[config.mk]
export PLATFORM = sky130hd
export DESIGN_NAME = i2c_master_seq
export DESIGN_NICKNAME = d
export VERILOG_FILES = /design/src/inc/i2c_seq_pkg.sv /design/src/i2c_master_seq.sv /design/src/baud_generator.sv
export VERILOG_INCLUDE_DIRS = /design/src /design/src/inc
export SDC_FILE = /design/constraint.sdc
export NUM_CORES = 1
export LEC_CHECK = 0
export BUFFER_PORTS_ARGS = -buffer_cell sky130_fd_sc_hd__buf_2
export CORE_ASPECT_RATIO = 1.4
export CORE_UTILIZATION = 40
export DETAILED_ROUTE_END_ITERATION = 7
export GPL_ROUTABILITY_DRIVEN = 0
export GPL_TIMING_DRIVEN = 0
export SLEW_MARGIN = 25
export SYNTH_ARGS = -nofsm -noshare
export SYNTH_HDL_FRONTEND = slang
export SYNTH_HIERARCHICAL = 1
export SYNTH_SLANG_ARGS = --single-unit
export TNS_END_PERCENT = 50
[constraint.sdc]
create_clock -name clk -period 3.07 [get_ports clk]
set_input_delay 0.614 -clock clk [delete_from_list [all_inputs] [get_ports clk]]
set_output_delay 0.614 -clock clk [all_outputs]
set_load 0.02 [all_outputs]
[src/inc/i2c_seq_defs.svh]
// Purpose: offsets, field positions, reset values and counts of the i2c master sequencer
// Assumes: byte addresses on a 32-bit avalon-mm slave, one word per register
// Notes: included by the design file, the monitor and the testbench
//
// Overview of operation
// - setting ack enable pulls scl low and puts ack data on sda
// - ack: one period, release scl, wait high, one period, scl low, finish
// - buffer write during ack or stop sequence sets write collision, buffer kept
// - setting stop enable with scl held low drives sda low
// - stop: sda seen low, count, release scl, release sda one period later
// - sda rising with scl high sets stop seen; period later stop ends, flag set
// - port keeps working in sleep and wakes the cpu on completed byte
// - reset or disable stops the port and ends any transfer
// - start seen and stop seen clear on reset and while disabled
// - stop detected while bus busy raises the port interrupt flag
// - released sda read low with scl high is a bus collision, go idle
// - collision in transmit halts it, clears buffer full, frees lines and buffer
// - collision in start, restart, stop or ack aborts it and clears its enable
// - buffer write after collision starts again from the first data bit
// - sda or scl low at start of a start condition is a collision
// - start: count from reload bits; scl low while sda high is a collision
// - sda low during first start count asserts sda early, else at count end
// - restart: release sda, count, release scl, sda low when scl high is collision
// - restart: scl low before sda asserted is collision, else sda low then scl low
// - stop: scl high, count, sample sda; sda low or early scl low is collision
`ifndef I2C_SEQ_DEFS_SVH
`define I2C_SEQ_DEFS_SVH

`define OFS_CTRL_ONE 8'h00
`define OFS_CTRL_TWO 8'h04
`define OFS_STATUS 8'h08
`define OFS_BUFFER 8'h0C
`define OFS_RELOAD 8'h10
`define OFS_FLAGS 8'h14

`define C1_WRITE_COLLISION_FLAG 7
`define C1_EN 5
`define C1_PIE 0

`define C2_ACKSTAT 6
`define C2_ACK_DATA_VALUE 5
`define C2_ACK_SEQUENCE_ENABLE 4
`define C2_PEN 2
`define C2_RSEN 1
`define C2_SEN 0

`define ST_STOP 4
`define ST_START 3
`define ST_BF 0

`define FL_PIF 0
`define FL_BCL 1

`define RELOAD_RST 7'h09
`define ACK_BIT 4'h8
`define LAST_DATA_BIT 4'h7

`endif

[src/inc/i2c_seq_pkg.sv]
// Purpose: types shared by the i2c master sequencer files
// Assumes: constants come from i2c_seq_defs.svh
// Notes: pins are open drain, so only enables are meaningful
package i2c_seq_pkg;

  // sequencer states
  typedef enum logic [4:0] {
    IDLE, S_CNT, S_HOLD,
    R_LOW, R_SDA, R_RISE, R_HIGH, R_HOLD,
    T_LOW, T_RISE, T_HIGH,
    A_LOW, A_RISE, A_HIGH,
    P_SDA, P_CNT, P_RISE, P_HIGH, P_REL
  } seq_state_t;

  // avalon-mm request from the master
  typedef struct packed {
    logic read;
    logic write;
    logic [7:0] address;
    logic [31:0] writedata;
  } avalon_req_t;

  // sampled bus levels
  typedef struct packed {
    logic scl;
    logic sda;
  } pin_in_t;

  // open-drain drive of the bus
  typedef struct packed {
    logic scl_o;
    logic scl_oe;
    logic sda_o;
    logic sda_oe;
  } pin_out_t;

endpackage

[src/i2c_master_seq.sv]
// Purpose: i2c master start, restart, transmit, ack and stop sequencing with arbitration
// Assumes: avalon-mm master honours waitrequest; pins are open drain with pull-ups
// Notes: bus inputs pass two flops; outputs all come from the state register
`timescale 1ns/1ps
`default_nettype none
`include "i2c_seq_defs.svh"
module i2c_master_seq (
  input wire logic clk,
  input wire logic rst,
  input wire i2c_seq_pkg::avalon_req_t av,
  output logic [31:0] av_readdata,
  output logic av_waitrequest,
  input wire i2c_seq_pkg::pin_in_t pins_in,
  output i2c_seq_pkg::pin_out_t pins_out,
  output logic wake
);

  typedef struct packed {
    i2c_seq_pkg::seq_state_t st;
    logic [3:0] bitn;
    logic [7:0] shreg;
    logic tx_pend;
    logic scl_oe;
    logic sda_oe;
    logic sda_m;
    logic sda_s;
    logic sda_p;
    logic scl_m;
    logic scl_s;
    logic en;
    logic pie;
    logic write_collision_flag;
    logic ack_data_value;
    logic ack_sequence_enable;
    logic stop_sequence_enable;
    logic rsen;
    logic sen;
    logic ackstat;
    logic stop_seen;
    logic start_seen;
    logic bf;
    logic pif;
    logic bcl;
    logic [6:0] reload;
    logic waitreq;
    logic [31:0] rdata;
    logic wake;
    logic load;
  } seq_reg_t;

  seq_reg_t q;
  seq_reg_t d;
  logic bdone;

  // baud period timer
  baud_generator u_baud (
    .clk(clk),
    .rst(rst),
    .load(q.load),
    .halt(q.st == i2c_seq_pkg::IDLE),
    .reload(q.reload),
    .done(bdone)
  );

  // register read mux
  function automatic logic [31:0] read_word(input seq_reg_t s, input logic [7:0] a);
    logic [31:0] w;
    w = 32'h0000_0000;
    case (a)
      `OFS_CTRL_ONE: begin
        w[`C1_WRITE_COLLISION_FLAG] = s.write_collision_flag;
        w[`C1_EN] = s.en;
        w[`C1_PIE] = s.pie;
      end
      `OFS_CTRL_TWO: begin
        w[`C2_ACKSTAT] = s.ackstat;
        w[`C2_ACK_DATA_VALUE] = s.ack_data_value;
        w[`C2_ACK_SEQUENCE_ENABLE] = s.ack_sequence_enable;
        w[`C2_PEN] = s.stop_sequence_enable;
        w[`C2_RSEN] = s.rsen;
        w[`C2_SEN] = s.sen;
      end
      `OFS_STATUS: begin
        w[`ST_STOP] = s.stop_seen;
        w[`ST_START] = s.start_seen;
        w[`ST_BF] = s.bf;
      end
      `OFS_BUFFER: w[7:0] = s.shreg;
      `OFS_RELOAD: w[6:0] = s.reload;
      `OFS_FLAGS: begin
        w[`FL_PIF] = s.pif;
        w[`FL_BCL] = s.bcl;
      end
      default: w = 32'h0000_0000;
    endcase
    return w;
  endfunction

  // next state of the whole block
  always_comb begin
    logic coll;
    logic tmr;
    logic wr;
    logic quiet;
    logic start_ev;
    logic stop_ev;
    coll = 1'b0;
    tmr = bdone & ~q.load;
    wr = av.write & ~q.waitreq;
    quiet = (q.st == i2c_seq_pkg::IDLE) & ~(q.sen | q.rsen | q.stop_sequence_enable | q.ack_sequence_enable) & ~q.tx_pend;
    start_ev = q.sda_p & ~q.sda_s & q.scl_s;
    stop_ev = ~q.sda_p & q.sda_s & q.scl_s;
    d = q;
    d.load = 1'b0;

    // two-flop synchronisers and edge history
    d.sda_m = pins_in.sda;
    d.sda_s = q.sda_m;
    d.sda_p = q.sda_s;
    d.scl_m = pins_in.scl;
    d.scl_s = q.scl_m;

    // bus handshake: one wait cycle, then answer
    d.waitreq = ~((av.read | av.write) & q.waitreq);
    if (av.read & q.waitreq) begin
      d.rdata = read_word(q, av.address);
    end

    // software writes, hardware sets below win
    if (wr) begin
      case (av.address)
        `OFS_CTRL_ONE: begin
          d.write_collision_flag = av.writedata[`C1_WRITE_COLLISION_FLAG]; // cleared by software
          d.en = av.writedata[`C1_EN];
          d.pie = av.writedata[`C1_PIE];
        end
        `OFS_CTRL_TWO: begin
          d.ack_data_value = av.writedata[`C2_ACK_DATA_VALUE]; // ack choice
          if (quiet) begin
            d.ack_sequence_enable = av.writedata[`C2_ACK_SEQUENCE_ENABLE];
            d.stop_sequence_enable = av.writedata[`C2_PEN];
            d.rsen = av.writedata[`C2_RSEN];
            d.sen = av.writedata[`C2_SEN];
          end
        end
        `OFS_BUFFER: begin
          if (quiet & q.en) begin
            d.shreg = av.writedata[7:0];
            d.tx_pend = 1'b1;
            d.bf = 1'b1;
            d.bitn = 4'h0; // always from the first bit
          end else begin
            d.write_collision_flag = 1'b1; // busy, buffer kept
          end
        end
        `OFS_RELOAD: d.reload = av.writedata[6:0];
        `OFS_FLAGS: begin
          d.pif = av.writedata[`FL_PIF];
          d.bcl = av.writedata[`FL_BCL];
        end
        default: begin
        end
      endcase
    end

    // bus monitor for start and stop conditions
    if (start_ev) begin
      d.start_seen = 1'b1;
      d.stop_seen = 1'b0;
    end
    if (stop_ev) begin
      d.stop_seen = 1'b1;
      d.start_seen = 1'b0;
      if (q.start_seen) begin
        d.pif = 1'b1; // stop on a busy bus
      end
    end

    // sequencer
    case (q.st)
      i2c_seq_pkg::IDLE: begin
        if (q.en & q.sen) begin
          if (~q.sda_s | ~q.scl_s) begin
            coll = 1'b1; // lines already low
          end else begin
            d.load = 1'b1;
            d.st = i2c_seq_pkg::S_CNT;
          end
        end else if (q.en & q.rsen) begin
          d.scl_oe = 1'b1;
          d.st = i2c_seq_pkg::R_LOW;
        end else if (q.en & q.ack_sequence_enable) begin
          d.scl_oe = 1'b1;
          d.sda_oe = ~q.ack_data_value;
          d.load = 1'b1;
          d.st = i2c_seq_pkg::A_LOW;
        end else if (q.en & q.stop_sequence_enable) begin
          d.scl_oe = 1'b1;
          d.sda_oe = 1'b1;
          d.st = i2c_seq_pkg::P_SDA;
        end else if (q.en & q.tx_pend) begin
          d.scl_oe = 1'b1;
          d.sda_oe = ~q.shreg[7];
          d.load = 1'b1;
          d.st = i2c_seq_pkg::T_LOW;
        end
      end
      i2c_seq_pkg::S_CNT: begin
        if (~q.scl_s & q.sda_s) begin
          coll = 1'b1;
        end else if (~q.sda_s | tmr) begin
          d.sda_oe = 1'b1; // early or at count end
          d.load = 1'b1;
          d.st = i2c_seq_pkg::S_HOLD;
        end
      end
      i2c_seq_pkg::S_HOLD: begin
        if (tmr) begin
          d.scl_oe = 1'b1; // scl state ignored here
          d.sen = 1'b0;
          d.pif = 1'b1;
          d.st = i2c_seq_pkg::IDLE;
        end
      end
      i2c_seq_pkg::R_LOW: begin
        if (~q.scl_s) begin
          d.sda_oe = 1'b0;
          d.load = 1'b1;
          d.st = i2c_seq_pkg::R_SDA;
        end
      end
      i2c_seq_pkg::R_SDA: begin
        if (tmr) begin
          if (q.sda_s) begin
            d.scl_oe = 1'b0;
            d.st = i2c_seq_pkg::R_RISE;
          end else begin
            coll = 1'b1;
          end
        end
      end
      i2c_seq_pkg::R_RISE: begin
        if (q.scl_s) begin
          if (~q.sda_s) begin
            coll = 1'b1;
          end else begin
            d.load = 1'b1;
            d.st = i2c_seq_pkg::R_HIGH;
          end
        end
      end
      i2c_seq_pkg::R_HIGH: begin
        if (~q.scl_s & q.sda_s) begin
          coll = 1'b1;
        end else if (tmr) begin
          d.sda_oe = 1'b1;
          d.load = 1'b1;
          d.st = i2c_seq_pkg::R_HOLD;
        end
      end
      i2c_seq_pkg::R_HOLD: begin
        if (tmr) begin
          d.scl_oe = 1'b1; // unconditional
          d.rsen = 1'b0;
          d.pif = 1'b1;
          d.st = i2c_seq_pkg::IDLE;
        end
      end
      i2c_seq_pkg::T_LOW: begin
        if (tmr) begin
          d.scl_oe = 1'b0;
          d.st = i2c_seq_pkg::T_RISE;
        end
      end
      i2c_seq_pkg::T_RISE: begin
        if (q.scl_s) begin
          d.load = 1'b1;
          d.st = i2c_seq_pkg::T_HIGH;
        end
      end
      i2c_seq_pkg::T_HIGH: begin
        if ((q.bitn != `ACK_BIT) & ~q.sda_oe & ~q.sda_s) begin
          coll = 1'b1; // lost arbitration
        end else if (tmr) begin
          d.scl_oe = 1'b1;
          if (q.bitn == `ACK_BIT) begin
            d.ackstat = q.sda_s;
            d.tx_pend = 1'b0;
            d.pif = 1'b1; // byte done, wake source
            d.st = i2c_seq_pkg::IDLE;
          end else begin
            d.bitn = 4'(q.bitn + 4'h1);
            d.shreg = {q.shreg[6:0], 1'b0};
            if (q.bitn == `LAST_DATA_BIT) begin
              d.bf = 1'b0;
              d.sda_oe = 1'b0; // free sda for the slave ack
            end else begin
              d.sda_oe = ~q.shreg[6];
            end
            d.load = 1'b1;
            d.st = i2c_seq_pkg::T_LOW;
          end
        end
      end
      i2c_seq_pkg::A_LOW: begin
        if (tmr) begin
          d.scl_oe = 1'b0;
          d.st = i2c_seq_pkg::A_RISE;
        end
      end
      i2c_seq_pkg::A_RISE: begin
        if (q.scl_s) begin
          d.load = 1'b1; // clock stretch honoured
          d.st = i2c_seq_pkg::A_HIGH;
        end
      end
      i2c_seq_pkg::A_HIGH: begin
        if (~q.sda_oe & ~q.sda_s) begin
          coll = 1'b1; // not-ack overridden
        end else if (tmr) begin
          d.scl_oe = 1'b1;
          d.ack_sequence_enable = 1'b0;
          d.st = i2c_seq_pkg::IDLE;
        end
      end
      i2c_seq_pkg::P_SDA: begin
        if (~q.sda_s) begin
          d.load = 1'b1;
          d.st = i2c_seq_pkg::P_CNT;
        end
      end
      i2c_seq_pkg::P_CNT: begin
        if (tmr) begin
          d.scl_oe = 1'b0;
          d.st = i2c_seq_pkg::P_RISE;
        end
      end
      i2c_seq_pkg::P_RISE: begin
        if (q.scl_s) begin
          d.load = 1'b1;
          d.st = i2c_seq_pkg::P_HIGH;
        end
      end
      i2c_seq_pkg::P_HIGH: begin
        if (~q.scl_s) begin
          coll = 1'b1; // scl pulled low early
        end else if (tmr) begin
          d.sda_oe = 1'b0;
          d.load = 1'b1;
          d.st = i2c_seq_pkg::P_REL;
        end
      end
      i2c_seq_pkg::P_REL: begin
        if (tmr) begin
          if (~q.sda_s) begin
            coll = 1'b1;
          end else begin
            d.stop_sequence_enable = 1'b0;
            d.pif = 1'b1;
            d.st = i2c_seq_pkg::IDLE;
          end
        end
      end
      default: begin
        d.st = i2c_seq_pkg::IDLE;
      end
    endcase

    // bus collision: abort, free lines and buffer
    if (coll) begin
      d.bcl = 1'b1;
      d.st = i2c_seq_pkg::IDLE;
      d.scl_oe = 1'b0;
      d.sda_oe = 1'b0;
      d.sen = 1'b0;
      d.rsen = 1'b0;
      d.stop_sequence_enable = 1'b0;
      d.ack_sequence_enable = 1'b0;
      d.tx_pend = 1'b0;
      d.bf = 1'b0;
    end

    // port disabled: stop everything
    if (~q.en) begin
      d.st = i2c_seq_pkg::IDLE;
      d.scl_oe = 1'b0;
      d.sda_oe = 1'b0;
      d.sen = 1'b0;
      d.rsen = 1'b0;
      d.stop_sequence_enable = 1'b0;
      d.ack_sequence_enable = 1'b0;
      d.tx_pend = 1'b0;
      d.bf = 1'b0;
      d.start_seen = 1'b0;
      d.stop_seen = 1'b0;
    end

    // wake request while the interrupt is enabled
    d.wake = d.pif & d.pie;
  end

  // state register, reset clears the port
  always_ff @(posedge clk) begin
    if (rst) begin
      q <= '0;
      q.st <= i2c_seq_pkg::IDLE;
      q.sda_m <= 1'b1;
      q.sda_s <= 1'b1;
      q.sda_p <= 1'b1;
      q.scl_m <= 1'b1;
      q.scl_s <= 1'b1;
      q.reload <= `RELOAD_RST;
      q.waitreq <= 1'b1;
    end else begin
      q <= d;
    end
  end

  // outputs straight from the state register
  assign av_readdata = q.rdata;
  assign av_waitrequest = q.waitreq;
  assign pins_out = '{scl_o: 1'b0, scl_oe: q.scl_oe, sda_o: 1'b0, sda_oe: q.sda_oe};
  assign wake = q.wake;

endmodule
`default_nettype wire

[src/baud_generator.sv]
// Purpose: reloadable down counter giving one baud period per load
// Assumes: load and halt come from logic on the same clock
// Notes: done pulses one cycle when the count reaches zero
`timescale 1ns/1ps
`default_nettype none
module baud_generator (
  input wire logic clk,
  input wire logic rst,
  input wire logic load,
  input wire logic halt,
  input wire logic [6:0] reload,
  output logic done
);

  typedef struct packed {
    logic [6:0] cnt;
    logic run;
    logic done;
  } bg_state_t;

  bg_state_t q;
  bg_state_t d;

  // count down from the reload value, stop at zero
  always_comb begin
    d = q;
    d.done = 1'b0;
    if (halt) begin
      d.run = 1'b0;
    end else if (load) begin
      d.cnt = reload;
      d.run = 1'b1;
    end else if (q.run) begin
      if (q.cnt == 7'h00) begin
        d.run = 1'b0;
        d.done = 1'b1;
      end else begin
        d.cnt = q.cnt - 7'h01;
      end
    end
  end

  // state register
  always_ff @(posedge clk) begin
    if (rst) begin
      q <= '0;
    end else begin
      q <= d;
    end
  end

  assign done = q.done;

endmodule
`default_nettype wire

### After elaboration in Yosys (flattened, before gate mapping)

Cells that the tools add are included.

| cells by class | value |
|---|---|
| add/sub/neg operators | 2 |
| equality and inequality tests | 59 |
| mux-type cells | 135 |
| bitwise logic cells | 43 |
| reductions and logical operators | 30 |

Operators with widths:

| kind | number |
|---|---|
| 5-bit 2-to-1 mux | 29 |
| 5-bit case mux with 18 select lines | 1 |
| 1-bit 2-to-1 mux | 66 |
| 2-bit != test, second input constant | 28 |
| 13-bit 2-to-1 mux | 4 |
| 5-bit by 4-bit == test with 1-bit output, second input constant | 8 |
| 20-bit 2-to-1 mux | 2 |
| 25-bit AND reduction | 1 |
| 1-bit bitwise AND | 21 |
| 7-bit 2-to-1 mux | 3 |
| 5-bit by 3-bit == test with 1-bit output, second input constant | 4 |
| 2-bit 2-to-1 mux | 10 |
| 1-bit case mux with 6 select lines | 3 |
| 8-bit by 4-bit == test with 1-bit output, second input constant | 2 |
| 8-bit by 5-bit == test with 1-bit output, second input constant | 2 |
| 1-bit NOT | 16 |
| 5-bit == test, second input constant | 3 |
| 14-bit AND reduction | 1 |
| 12-bit 2-to-1 mux | 1 |
| 1-bit case mux with 3 select lines | 4 |
| 1-bit case mux with 4 select lines | 3 |
| 6-bit nonzero test | 2 |
| 3-bit OR reduction | 4 |
| 5-bit by 2-bit == test with 1-bit output, second input constant | 2 |
| 29 further kinds | 49 |

| word-level totals | value |
|---|---|
| bits in registers | 66 |
| bits of input ports | 46 |
| output and inout bits | 38 |
| word-level logic and storage cells | 302 |

### Depth between registers and ports, before layout

Gate-level depths: netlist of run 1.

| logic depth | value |
|---|---|
| depth after elaboration | 17 |
| mapped depth | 9 |
| depth with buffers taken out | 8 |

### Cells and area by module

The synthesis of run 1 kept the hierarchy.

By module, submodules not included:

| module | times used | cells each | area each (µm²) | seq. area each (µm²) |
|---|---|---|---|---|
| i2c_master_seq | 1 | 494 | 3808.7 | 1141.1 |
| baud_generator | 1 | 68 | 538.0 | 180.2 |

### Least setup slack after synthesis of run 1

No wires, ideal clock.

| timing path | value |
|---|---|
| kind | input to register |
| from | input port av[39] in the netlist's numbering |
| to | register q[67] in the netlist's numbering |
| setup time | 0.137 ns |
| arrival time | 2.222 ns |
| data required time | 2.933 ns |
| slack | 0.710 ns |
| cell stages on the path | 7 |
| path buffers | 2 |
| cell sequence | or3b_1 > nor4_4 > and3_1 > buf_4 > buf_6 > mux2i_1 > a211oi_1 |

| between the ends | value |
|---|---|
| longest elaborated chain between the ends | 7 |

RTL lines:

| item | line | source |
|---|---|---|
| start: declaration | i2c_master_seq.sv:10 | `input wire i2c_seq_pkg::avalon_req_t av,` |
| 8-bit by 4-bit == test with 1-bit output (*) | i2c_master_seq.sv:131 | `case (av.address)` |
| 13-bit 2-to-1 mux (*) | i2c_master_seq.sv:131 |  |
| 13-bit 2-to-1 mux (*) | i2c_master_seq.sv:130 | `if (wr) begin` |
| 12-bit 2-to-1 mux | i2c_master_seq.sv:286 | `` if (q.bitn == `ACK_BIT) begin `` |
| 20-bit 2-to-1 mux | i2c_master_seq.sv:284 | `end else if (tmr) begin` |
| 20-bit 2-to-1 mux | i2c_master_seq.sv:282 | `` if ((q.bitn != `ACK_BIT) & ~q.sda_oe & ~q.sda_s) begin `` |
| 13-bit 2-to-1 mux (*) | i2c_master_seq.sv:180 | `case (q.st)` |
| end: declaration | i2c_master_seq.sv:51 | `seq_reg_t q;` |

Every way passes the cells marked *; elsewhere a longest branch is shown, timed or not. The select of a mux whose other input is x is not followed.
A chain may end at the register's enable or synchronous reset.

### Final worst setup path of run 1

| timing path | value |
|---|---|
| from | register q[76] in the netlist's numbering |
| to | register q[79] in the netlist's numbering |

| between the ends | value |
|---|---|
| longest elaborated chain between the ends | 4 |
| elaborated cells on any way between the ends | 51 |
| classes of those cells | 43 x eq/ne; 2 x mux; 6 x reduce/logical |

RTL lines:

| item | line |
|---|---|
| 5-bit == test (tied with other cells) | i2c_master_seq.sv:180 |
| 2-bit OR reduction (no source line) | - |
| 1-bit case mux with 7 select lines | i2c_master_seq.sv:180 |
| 3-bit OR reduction (no source line) | - |

Parallel ways exist; a longest one is shown, timed or not.

==> reports/summary.txt, run 1 <==
Antenna Cells: 0
Switch Pwr: 0.467 mW
Die H: 125 um
Max transition margin: 0.393
reg2reg setup slack: 180 ps
worst slack, placed: 298 ps
largest net degree at the start of global routing: 11
Die ar.: 11300 um^2
Cells after Synth: 562
maximum clock rate: 345 MHz
prevailing post-synth register cell: dfxtp_1
final setup TNS: 0 ps
min-delay worst type: reg2reg
initial antenna violation count: 0
CTS clk-pin slew, worst paths: 50 ps
clock skew: 3.06 ps
Post-synth EDFFs: 0
vias in the first global route: 4074
Max Cap Viol: 0
WL/cell: 17.4 um
Critical Path End Type: flip-flop
Crit path required time: 3250 ps
Crit path max-delay family: buffers and inverters
CTS resizes: 0
Clock Tree Buf Depth: 2
Crit Path Category: reg2reg
# clock sinks: 66
die width: 90.1 um
IR drop worst, VDD: 0.000250 V
Root Buffer Master: clkbuf_16
final-report hold violation count: 0
Int Pwr: 1.54 mW
Syn-to-layout area delta: 16.1%
final setup margin: 175 ps
fraction of registers with async set/reset: 0
Vias per Instance: 5.70
I/O pin total: 84
Seq pwr share: 0.434
Yosys reg bits: 66
Worst Setup Start Kind: flip-flop
Detail Placement HPWL: 10.1 mm
Clk network pwr share: 0.490
worst slew pin tran: 902 ps
Final Critical Period: 2890 ps
status: complete, no violations
YS warnings: 6
crit-path most repeated cell: clkbuf_1
# nets final: 679
Distinct cells, synth: 73
wire length of the first global-routing pass: 21.2 mm
final worst-path cycle share: 0.943
drt initial violations: 224
Avg Inst Size Synth: 7.73 um^2
Power Density: 398 nW/um^2
WP buf/inv: 3
RSZ-0062 raised after global routing: no
Slew Viols, Final: 0
synthesized cell area: 4350 um^2
crit-path max cell delay: 480 ps
count of input and output buffers: 32
DR pass1 iterations: 5
total track usage: 0.240
vias: 4397
initial core utilization: 0.416
crit path DAT: 3080 ps
core region area: 10500 um^2
Antenna Violating Nets Remaining: 0
Clock Latency Late Sink: 330 ps
sequential share of the synthesized area: 0.304
switch share: 0.233
stages on the worst setup path: 9
Reg2Reg Depth: 9
Residual DRC: 0
final hold slack: 405 ps
Hold Path Stages: 1
TritonCTS clock tree: done
largest driver fanout on the critical path: 10
Comb pwr share: 0.076
Post-CTS Setup Bufs: 0
final-layout fill cell count: 1078
share of cells above drive strength 1: 0.190
Total Wirelength: 13.4 mm
CP cell instances: buf_2 > clkbuf_1 > nor3b_1 > o211ai_1 > o21ai_0 > nand2_1 > nand4b_1 > clkbuf_1 > nor3_1
GRT overflow: 0
num rows: 44
CTS Hold Bufs: 0
Final setup viols: 0
Lkg Pwr: 1.96 nW
Critical-path top delay cell: clkbuf_1
H-tree levels: 3
CTS buffer count: 9
-- sequential cells by signal, summed over array words and instances, names as in the netlist --
register	count
q	42
av_readdata	8
u_baud/q	8
d	3
pins_out	2
av_waitrequest	1
u_baud/done	1
wake	1
-- routing by layer --
metal  part of all wire  track usage  wire length (um)
met5                  0            0                 0
met4              0.058        0.154               778
met3              0.060       0.0474               799
met2               0.49        0.414              6530
met1               0.39        0.268              5280
-- through the flow --
stage	total power [mW]	cell area [um^2]	cells	utilization
6_report	2.01	5050	771	0.483
5_1_grt	2.08	5050	771	0.483
2_1_floorplan	0.997	4440	587	-
3_3_place_gp	1.04	4770	757	0.456
4_1_cts	2.03	5050	771	0.483
3_5_place_dp	1.04	4770	757	0.456
-- final timing paths --
path	startpoint	end
min	d[56]$_SDFF_PP1_	q[56]$_SDFF_PP1_
max	q[76]$_SDFFE_PP0P_	q[79]$_SDFFE_PP0P_
max reg2reg	q[76]$_SDFFE_PP0P_	q[79]$_SDFFE_PP0P_
min reg2reg	d[56]$_SDFF_PP1_	q[56]$_SDFF_PP1_
-- cells in the final DEF (no fill, tap or decap), types with 11 or more instances in the layout --
master / n
a211oi_1: 14
a21oi_1: 33
a22oi_1: 15
buf_2: 42
buf_4: 37
clkbuf_1: 23
conb_1: 26
dfxtp_1: 66
inv_1: 17
mux2i_1: 14
nand2_1: 44
nand3_1: 24
nor2_1: 49
nor3_1: 28
nor4_1: 11
o21ai_0: 28
-- kinds of logic after synthesis --
kind of cell	count (synthesis)	synth area share
xor gates and xnor gates	5	0.0101
and+or+nand+nor	233	0.294
other	1	0.000863
DFF	66	0.304
AOI/OAI and AO/OA	144	0.226
buffers and inverters	94	0.119
muxes	16	0.0374
adders and majority gates	3	0.00864
-- area by class of cell --
cell class	instances	area, um^2	area share
Multi-Input combinational cell	427	2600	0.515
Sequential cell	66	1320	0.262
Buffer	75	448	0.0887
Clock buffer	11	233	0.0461
Tap cell	138	173	0.0342
Timing Repair Buffer	32	160	0.0317
Inverter	19	71.3	0.0141
Clock inverter	3	42.5	0.00843
-- power by group through the flow --
| stage | Clock [mW] | Combinational, mW | Sequential, mW |
|---|---|---|---|
| 6_report | 0.984 | 0.153 | 0.871 |
| 5_1_grt | 1.04 | 0.165 | 0.872 |
| 4_1_cts | 1.00 | 0.152 | 0.871 |
| 3_5_place_dp | 0 | 0.152 | 0.890 |
| 3_3_place_gp | 0 | 0.151 | 0.889 |
| 2_1_floorplan | 0 | 0.107 | 0.890 |
-- cell usage after synthesis, types with 5 or more instances --
cell type | n | share of area
nand2b_1 | 9 | 0.013
nor2_1 | 49 | 0.042
nor3_1 | 28 | 0.032
dfxtp_1 | 66 | 0.30
buf_4 | 37 | 0.064
or2_2 | 8 | 0.012
a211oi_1 | 14 | 0.024
mux2i_1 | 14 | 0.032
nand3_1 | 24 | 0.028
a31oi_1 | 8 | 0.012
nand3b_1 | 5 | 0.0086
o211ai_1 | 5 | 0.0086
a22oi_1 | 15 | 0.026
buf_2 | 10 | 0.012
o21ai_0 | 28 | 0.032
nand2_1 | 44 | 0.038
clkbuf_1 | 21 | 0.018
nor2b_1 | 7 | 0.010
inv_1 | 17 | 0.015
nand4_1 | 9 | 0.013
a21oi_1 | 33 | 0.038
and2_1 | 5 | 0.0072
nor4_1 | 11 | 0.016
buf_1 | 5 | 0.0043
No activity file was read; power rests on OpenSTA's default activity.
==> run 2: changes to the inputs <==
Settings changed: BUFFER_PORTS_ARGS -buffer_cell sky130_fd_sc_hd__buf_2 to -buffer_cell sky130_fd_sc_hd__buf_4, CELL_PAD_IN_SITES_DETAIL_PLACEMENT set to 0, CELL_PAD_IN_SITES_GLOBAL_PLACEMENT set to 1, PLACE_DENSITY_LB_ADDON set to 0.1.
==> reports/summary.txt, run 2 (synthesis gave the netlist of run 1 again) <==
status: complete, no violations (unchanged)
Crit Path Category: reg2reg (unchanged)
Crit path required time: 3270 ps (was 3250 ps)
switch share: 0.239 (was 0.233)
post-route insts no fill: 773 (was 771)
GRT overflow: 0 (unchanged)
Lkg Pwr: 1.99 nW (was 1.96 nW)
Critical Path End Type: flip-flop (unchanged)
Clock Tree Buf Depth: 2 (unchanged)
maximum clock rate: 349 MHz (was 345 MHz)
worst slew pin tran: 900 ps (was 902 ps)
TritonCTS clock tree: done (unchanged)
placed insts: 757 (unchanged)
PnR Total Power: 2.05 mW (was 2.01 mW)
WL/cell: 17.9 um (was 17.4 um)
Hold Path Stages: 1 (unchanged)
total track usage: 0.250 (was 0.240)
Root Buffer Master: clkbuf_16 (unchanged)
WHS Endpoint: d[58]$_SDFF_PP1_ (was q[56]$_SDFF_PP1_)
max reg flops: 42 (unchanged)
Final Critical Period: 2870 ps (was 2890 ps)
Antenna Violating Nets Remaining: 0 (unchanged)
most flop-heavy register: q (unchanged)
Die ar.: 11300 um^2 (unchanged)
hold_sp: d[59]$_SDFF_PP1_ (was d[56]$_SDFF_PP1_)
Clock Latency Late Sink: 330 ps (about the same)
Vias per Instance: 5.70 (about the same)
clock skew: 5.77 ps (was 3.06 ps)
RSZ-0062 raised after global routing: no (unchanged)
initial core utilization: 0.416 (unchanged)
final-report hold violation count: 0 (unchanged)
reg2reg setup slack: 200 ps (was 180 ps)
Critical R2R Launch: q[76]$_SDFFE_PP0P_ (unchanged)
Comb pwr share: 0.080 (was 0.076)
final worst-path cycle share: 0.933 (was 0.943)
most common cell after layout, fill and taps aside: buf_4 (was dfxtp_1)
Post-CTS Setup Bufs: 0 (unchanged)
Clk network pwr share: 0.495 (was 0.490)
I/O pin total: 84 (unchanged)
Slew Viols, Final: 0 (unchanged)
vias in the first global route: 4232 (was 4074)
IR drop worst, VDD: 0.000252 V (was 0.000250 V)
Max Cap Viol: 0 (unchanged)
CTS resizes: 0 (unchanged)
CTS clk-pin slew, worst paths: 60 ps (was 50 ps)
Syn-to-layout area delta: 18.3% (was 16.1%)
RR Endpoint: q[51]$_SDFF_PP0_ (was q[79]$_SDFFE_PP0P_)
count of input and output buffers: 32 (unchanged)
CTS Hold Bufs: 0 (unchanged)
vias: 4409 (was 4397)
crit path DAT: 3060 ps (was 3080 ps)
Power Density: 399 nW/um^2 (was 398 nW/um^2)
Final setup viols: 0 (unchanged)
drt initial violations: 252 (was 224)
Antenna Cells: 0 (unchanged)
initial antenna violation count: 0 (unchanged)
CTS buffer count: 9 (unchanged)
share of cells above drive strength 1: 0.192 (was 0.190)
Int Pwr: 1.56 mW (was 1.54 mW)
Max transition margin: 0.395 (was 0.393)
Total Wirelength: 13.9 mm (was 13.4 mm)
Switch Pwr: 0.491 mW (was 0.467 mW)
Seq pwr share: 0.425 (was 0.434)
min-delay worst type: reg2reg (unchanged)
wire length of the first global-routing pass: 22.2 mm (was 21.2 mm)
most frequent cells in the layout: 69 x buf_4, 66 x dfxtp_1, 49 x nor2_1 (was 66 x dfxtp_1, 49 x nor2_1, 44 x nand2_1)
Worst Setup Start Kind: flip-flop (unchanged)
Residual DRC: 0 (unchanged)
final setup TNS: 0 ps (unchanged)
core region area: 10500 um^2 (unchanged)
Die H: 125 um (unchanged)
Reg2Reg Depth: 9 (unchanged)
largest net degree at the start of global routing: 12 (was 11)
H-tree levels: 3 (unchanged)
# nets final: 679 (unchanged)
Detail Placement HPWL: 10.5 mm (was 10.1 mm)
num rows: 44 (unchanged)
# clock sinks: 66 (unchanged)
DR pass1 iterations: 5 (unchanged)
die width: 90.1 um (unchanged)
largest driver fanout on the critical path: 10 (unchanged)
-- run 2: metal layers --
metal,part of all wire,vias up,track usage
li1,-,2132,-
met1,0.41,2050,0.294
met4,0.050,0,0.138
met3,0.050,51,0.0371
met2,0.49,176,0.435
met5,0,-,0
-- run 2: per-stage QoR --
stage / area, um^2 / hold WS (ps) / util / setup WS (ps)
2_1_floorplan: 4440 / 389 / - / 710
3_3_place_gp: 4850 / 401 / 0.464 / 278
3_5_place_dp: 4850 / 394 / 0.464 / 273
4_1_cts: 5140 / 414 / 0.492 / 266
5_1_grt: 5140 / 449 / 0.492 / 50.7
6_report: 5140 / 413 / 0.492 / 204
-- run 2: worst max path at each step --
stage / cells past startpoint / start / endpoint / slack, ps
6_report: 9 / q[76]$_SDFFE_PP0P_ / q[51]$_SDFF_PP0_ / 200
5_1_grt: 9 / q[76]$_SDFFE_PP0P_ / q[51]$_SDFF_PP0_ / 50
4_1_cts: 9 / q[76]$_SDFFE_PP0P_ / q[79]$_SDFFE_PP0P_ / 270
3_5_place_dp: 9 / q[76]$_SDFFE_PP0P_ / q[79]$_SDFFE_PP0P_ / 270
3_3_place_gp: 9 / q[76]$_SDFFE_PP0P_ / q[51]$_SDFF_PP0_ / 280
2_1_floorplan: 7 / av[39] / q[67]$_SDFF_PP0_ / 710
-- run 2: layout make-up --
type,instances,area (um^2)
inverter,19,71.3
sequential,66,1320
clock inverter,5,55.1
multi-input combinational,427,2600
fill,1107,5320
buffer,75,448
tap,138,173
timing repair buffer,32,240
clock buffer,11,233
-- run 2: power groups by stage --
stage	clock network [mW]	registers (mW)	logic, mW
floorplan	0	0.890	0.107
global placement	0	0.889	0.163
detailed placement	0	0.889	0.164
CTS	1.03	0.871	0.164
global route	1.07	0.871	0.177
finish	1.01	0.871	0.165
-- run 2: worst max-delay path, cell delays in order (launching register included) --
cell and delay (ps):
dfxtp_1 330, buf_2 240, clkbuf_1 380, nor3b_1 380, o211ai_1 230, o21ai_0 220
nand2_1 100, nand4b_1 230, clkbuf_1 490, nor3_1 120
==> run 3: changes to the inputs <==
Settings changed: CTS_BUF_LIST set to sky130_fd_sc_hd__clkbuf_8, HOLD_SLACK_MARGIN set to 0.06.
==> reports/summary.txt, run 3 (synthesis gave the netlist of run 1 again) <==
vias: 4387 (was 4409)
status: complete, no violations (unchanged)
min-delay worst type: reg2reg (unchanged)
final hold slack: 417 ps (was 413 ps)
TritonCTS clock tree: done (unchanged)
Clock Latency Late Sink: 350 ps (was 330 ps)
initial core utilization: 0.416 (unchanged)
WHS Endpoint: d[58]$_SDFF_PP1_ (unchanged)
crit path DAT: 3090 ps (was 3060 ps)
Slew Viols, Final: 0 (unchanged)
worst slew pin tran: 861 ps (was 900 ps)
CTS buffer count: 9 (unchanged)
Post-CTS Setup Bufs: 0 (unchanged)
Seq pwr share: 0.497 (was 0.425)
largest net degree at the start of global routing: 12 (unchanged)
final-report hold violation count: 0 (unchanged)
area of the multi-input gates: 2600 um^2 (unchanged)
initial antenna violation count: 0 (unchanged)
Lkg Pwr: 1.95 nW (was 1.99 nW)
Critical R2R Launch: q[76]$_SDFFE_PP0P_ (unchanged)
Worst Setup Start Kind: flip-flop (unchanged)
Final Critical Period: 2880 ps (was 2870 ps)
IR drop worst, VDD: 0.000162 V (was 0.000252 V)
Die H: 125 um (unchanged)
final setup margin: 194 ps (was 204 ps)
worst slack, placed: 273 ps (unchanged)
share of cells above drive strength 1: 0.192 (unchanged)
most common cell after layout, fill and taps aside: buf_4 (unchanged)
Detail Placement HPWL: 10.5 mm (unchanged)
Syn-to-layout area delta: 15.9% (was 18.3%)
Crit Path Category: reg2reg (unchanged)
switch share: 0.258 (was 0.239)
core region area: 10500 um^2 (unchanged)
I/O pin total: 84 (unchanged)
design area: 5040 um^2 (was 5140 um^2)
vias in the first global route: 4228 (was 4232)
GRT overflow: 0 (unchanged)
clock skew: 5.46 ps (was 5.77 ps)
DR pass1 iterations: 8 (was 5)
num rows: 44 (unchanged)
Max Cap Viol: 0 (unchanged)
total track usage: 0.250 (unchanged)
RR Endpoint: q[79]$_SDFFE_PP0P_ (was q[51]$_SDFF_PP0_)
die width: 90.1 um (unchanged)
final-layout fill cell count: 1113 (was 1107)
# nets final: 679 (unchanged)
Residual DRC: 0 (unchanged)
maximum clock rate: 348 MHz (was 349 MHz)
Max transition margin: 0.421 (was 0.395)
Critical Path End Type: flip-flop (unchanged)
max reg flops: 42 (unchanged)
placed cell area: 4850 um^2 (unchanged)
RSZ-0062 raised after global routing: no (unchanged)
wire length of the first global-routing pass: 22.2 mm (about the same)
Int Pwr: 1.30 mW (was 1.56 mW)
Clock Tree Buf Depth: 2 (unchanged)
Die ar.: 11300 um^2 (unchanged)
Comb pwr share: 0.094 (was 0.080)
Storage cell area: 1320 um^2 (unchanged)
H-tree levels: 3 (unchanged)
CTS Hold Bufs: 0 (unchanged)
Power Density: 347 nW/um^2 (was 399 nW/um^2)
Final setup viols: 0 (unchanged)
CTS resizes: 0 (unchanged)
reg2reg setup slack: 190 ps (was 200 ps)
final worst-path cycle share: 0.937 (was 0.933)
Vias per Instance: 5.68 (was 5.70)
Antenna Violating Nets Remaining: 0 (unchanged)
hold_sp: d[59]$_SDFF_PP1_ (unchanged)
# clock sinks: 66 (unchanged)
Reg2Reg Depth: 9 (unchanged)
Antenna Cells: 0 (unchanged)
CTS clk-pin slew, worst paths: 70 ps (was 60 ps)
Total Wirelength: 13.8 mm (was 13.9 mm)
most flop-heavy register: q (unchanged)
Hold Path Stages: 1 (unchanged)
Root Buffer Master: clkbuf_8 (was clkbuf_16)
Switch Pwr: 0.452 mW (was 0.491 mW)
final setup TNS: 0 ps (unchanged)
count of input and output buffers: 32 (unchanged)
most frequent cells in the layout: 69 x buf_4, 66 x dfxtp_1, 49 x nor2_1 (unchanged)
Clk network pwr share: 0.409 (was 0.495)
Crit path required time: 3280 ps (was 3270 ps)
largest driver fanout on the critical path: 10 (unchanged)
drt initial violations: 257 (was 252)
WL/cell: 17.8 um (was 17.9 um)
run 3: through the flow:
stage                util  total power, mW  instances
floorplan               -            0.997        587
global placement    0.464             1.05        757
detailed placement  0.464             1.05        757
CTS                 0.482             1.77        773
global route        0.482             1.82        773
finish              0.482             1.75        773
run 3: how the worst max path moves through the flow:
stage	start	to	slack (ps)	cells past startpoint
2_1_floorplan	av[39]	q[67]$_SDFF_PP0_	710	7
3_3_place_gp	q[76]$_SDFFE_PP0P_	q[51]$_SDFF_PP0_	280	9
3_5_place_dp	q[76]$_SDFFE_PP0P_	q[79]$_SDFFE_PP0P_	270	9
4_1_cts	q[76]$_SDFFE_PP0P_	q[79]$_SDFFE_PP0P_	260	9
5_1_grt	q[76]$_SDFFE_PP0P_	q[51]$_SDFF_PP0_	50	9
6_report	q[76]$_SDFFE_PP0P_	q[79]$_SDFFE_PP0P_	190	9
run 3: worst max-delay path, cell delays in order (launching register included):
cell      delay, ps
dfxtp_1         340
buf_2           240
clkbuf_1        370
nor3b_1         390
o211ai_1        230
o21ai_0         220
nand2_1         100
nand4b_1        230
clkbuf_1        490
nor3_1          130
run 3: cell type report:
cell class	count	share of cell area
buffer	75	0.0889
multi-input combinational	427	0.516
sequential	66	0.262
timing repair buffer	32	0.0477
clock inverter	7	0.0124
clock buffer	9	0.0246
tap	138	0.0343
inverter	19	0.0142
run 3: power by group through the flow:
stage | sequential (mW) | clock (mW) | combinational [mW]
global route | 0.870 | 0.775 | 0.177
global placement | 0.889 | 0 | 0.163
finish | 0.870 | 0.716 | 0.165
floorplan | 0.890 | 0 | 0.107
detailed placement | 0.889 | 0 | 0.164
CTS | 0.869 | 0.734 | 0.164
run 3: layer usage:
metal | share of wire | vias to the layer above | GRT usage | routed length, um
li1 | - | 2134 | - | -
met3 | 0.046 | 52 | 0.0335 | 632
met4 | 0.048 | 0 | 0.141 | 663
met5 | 0 | - | 0 | 0
met1 | 0.41 | 2023 | 0.295 | 5640
met2 | 0.50 | 178 | 0.435 | 6830
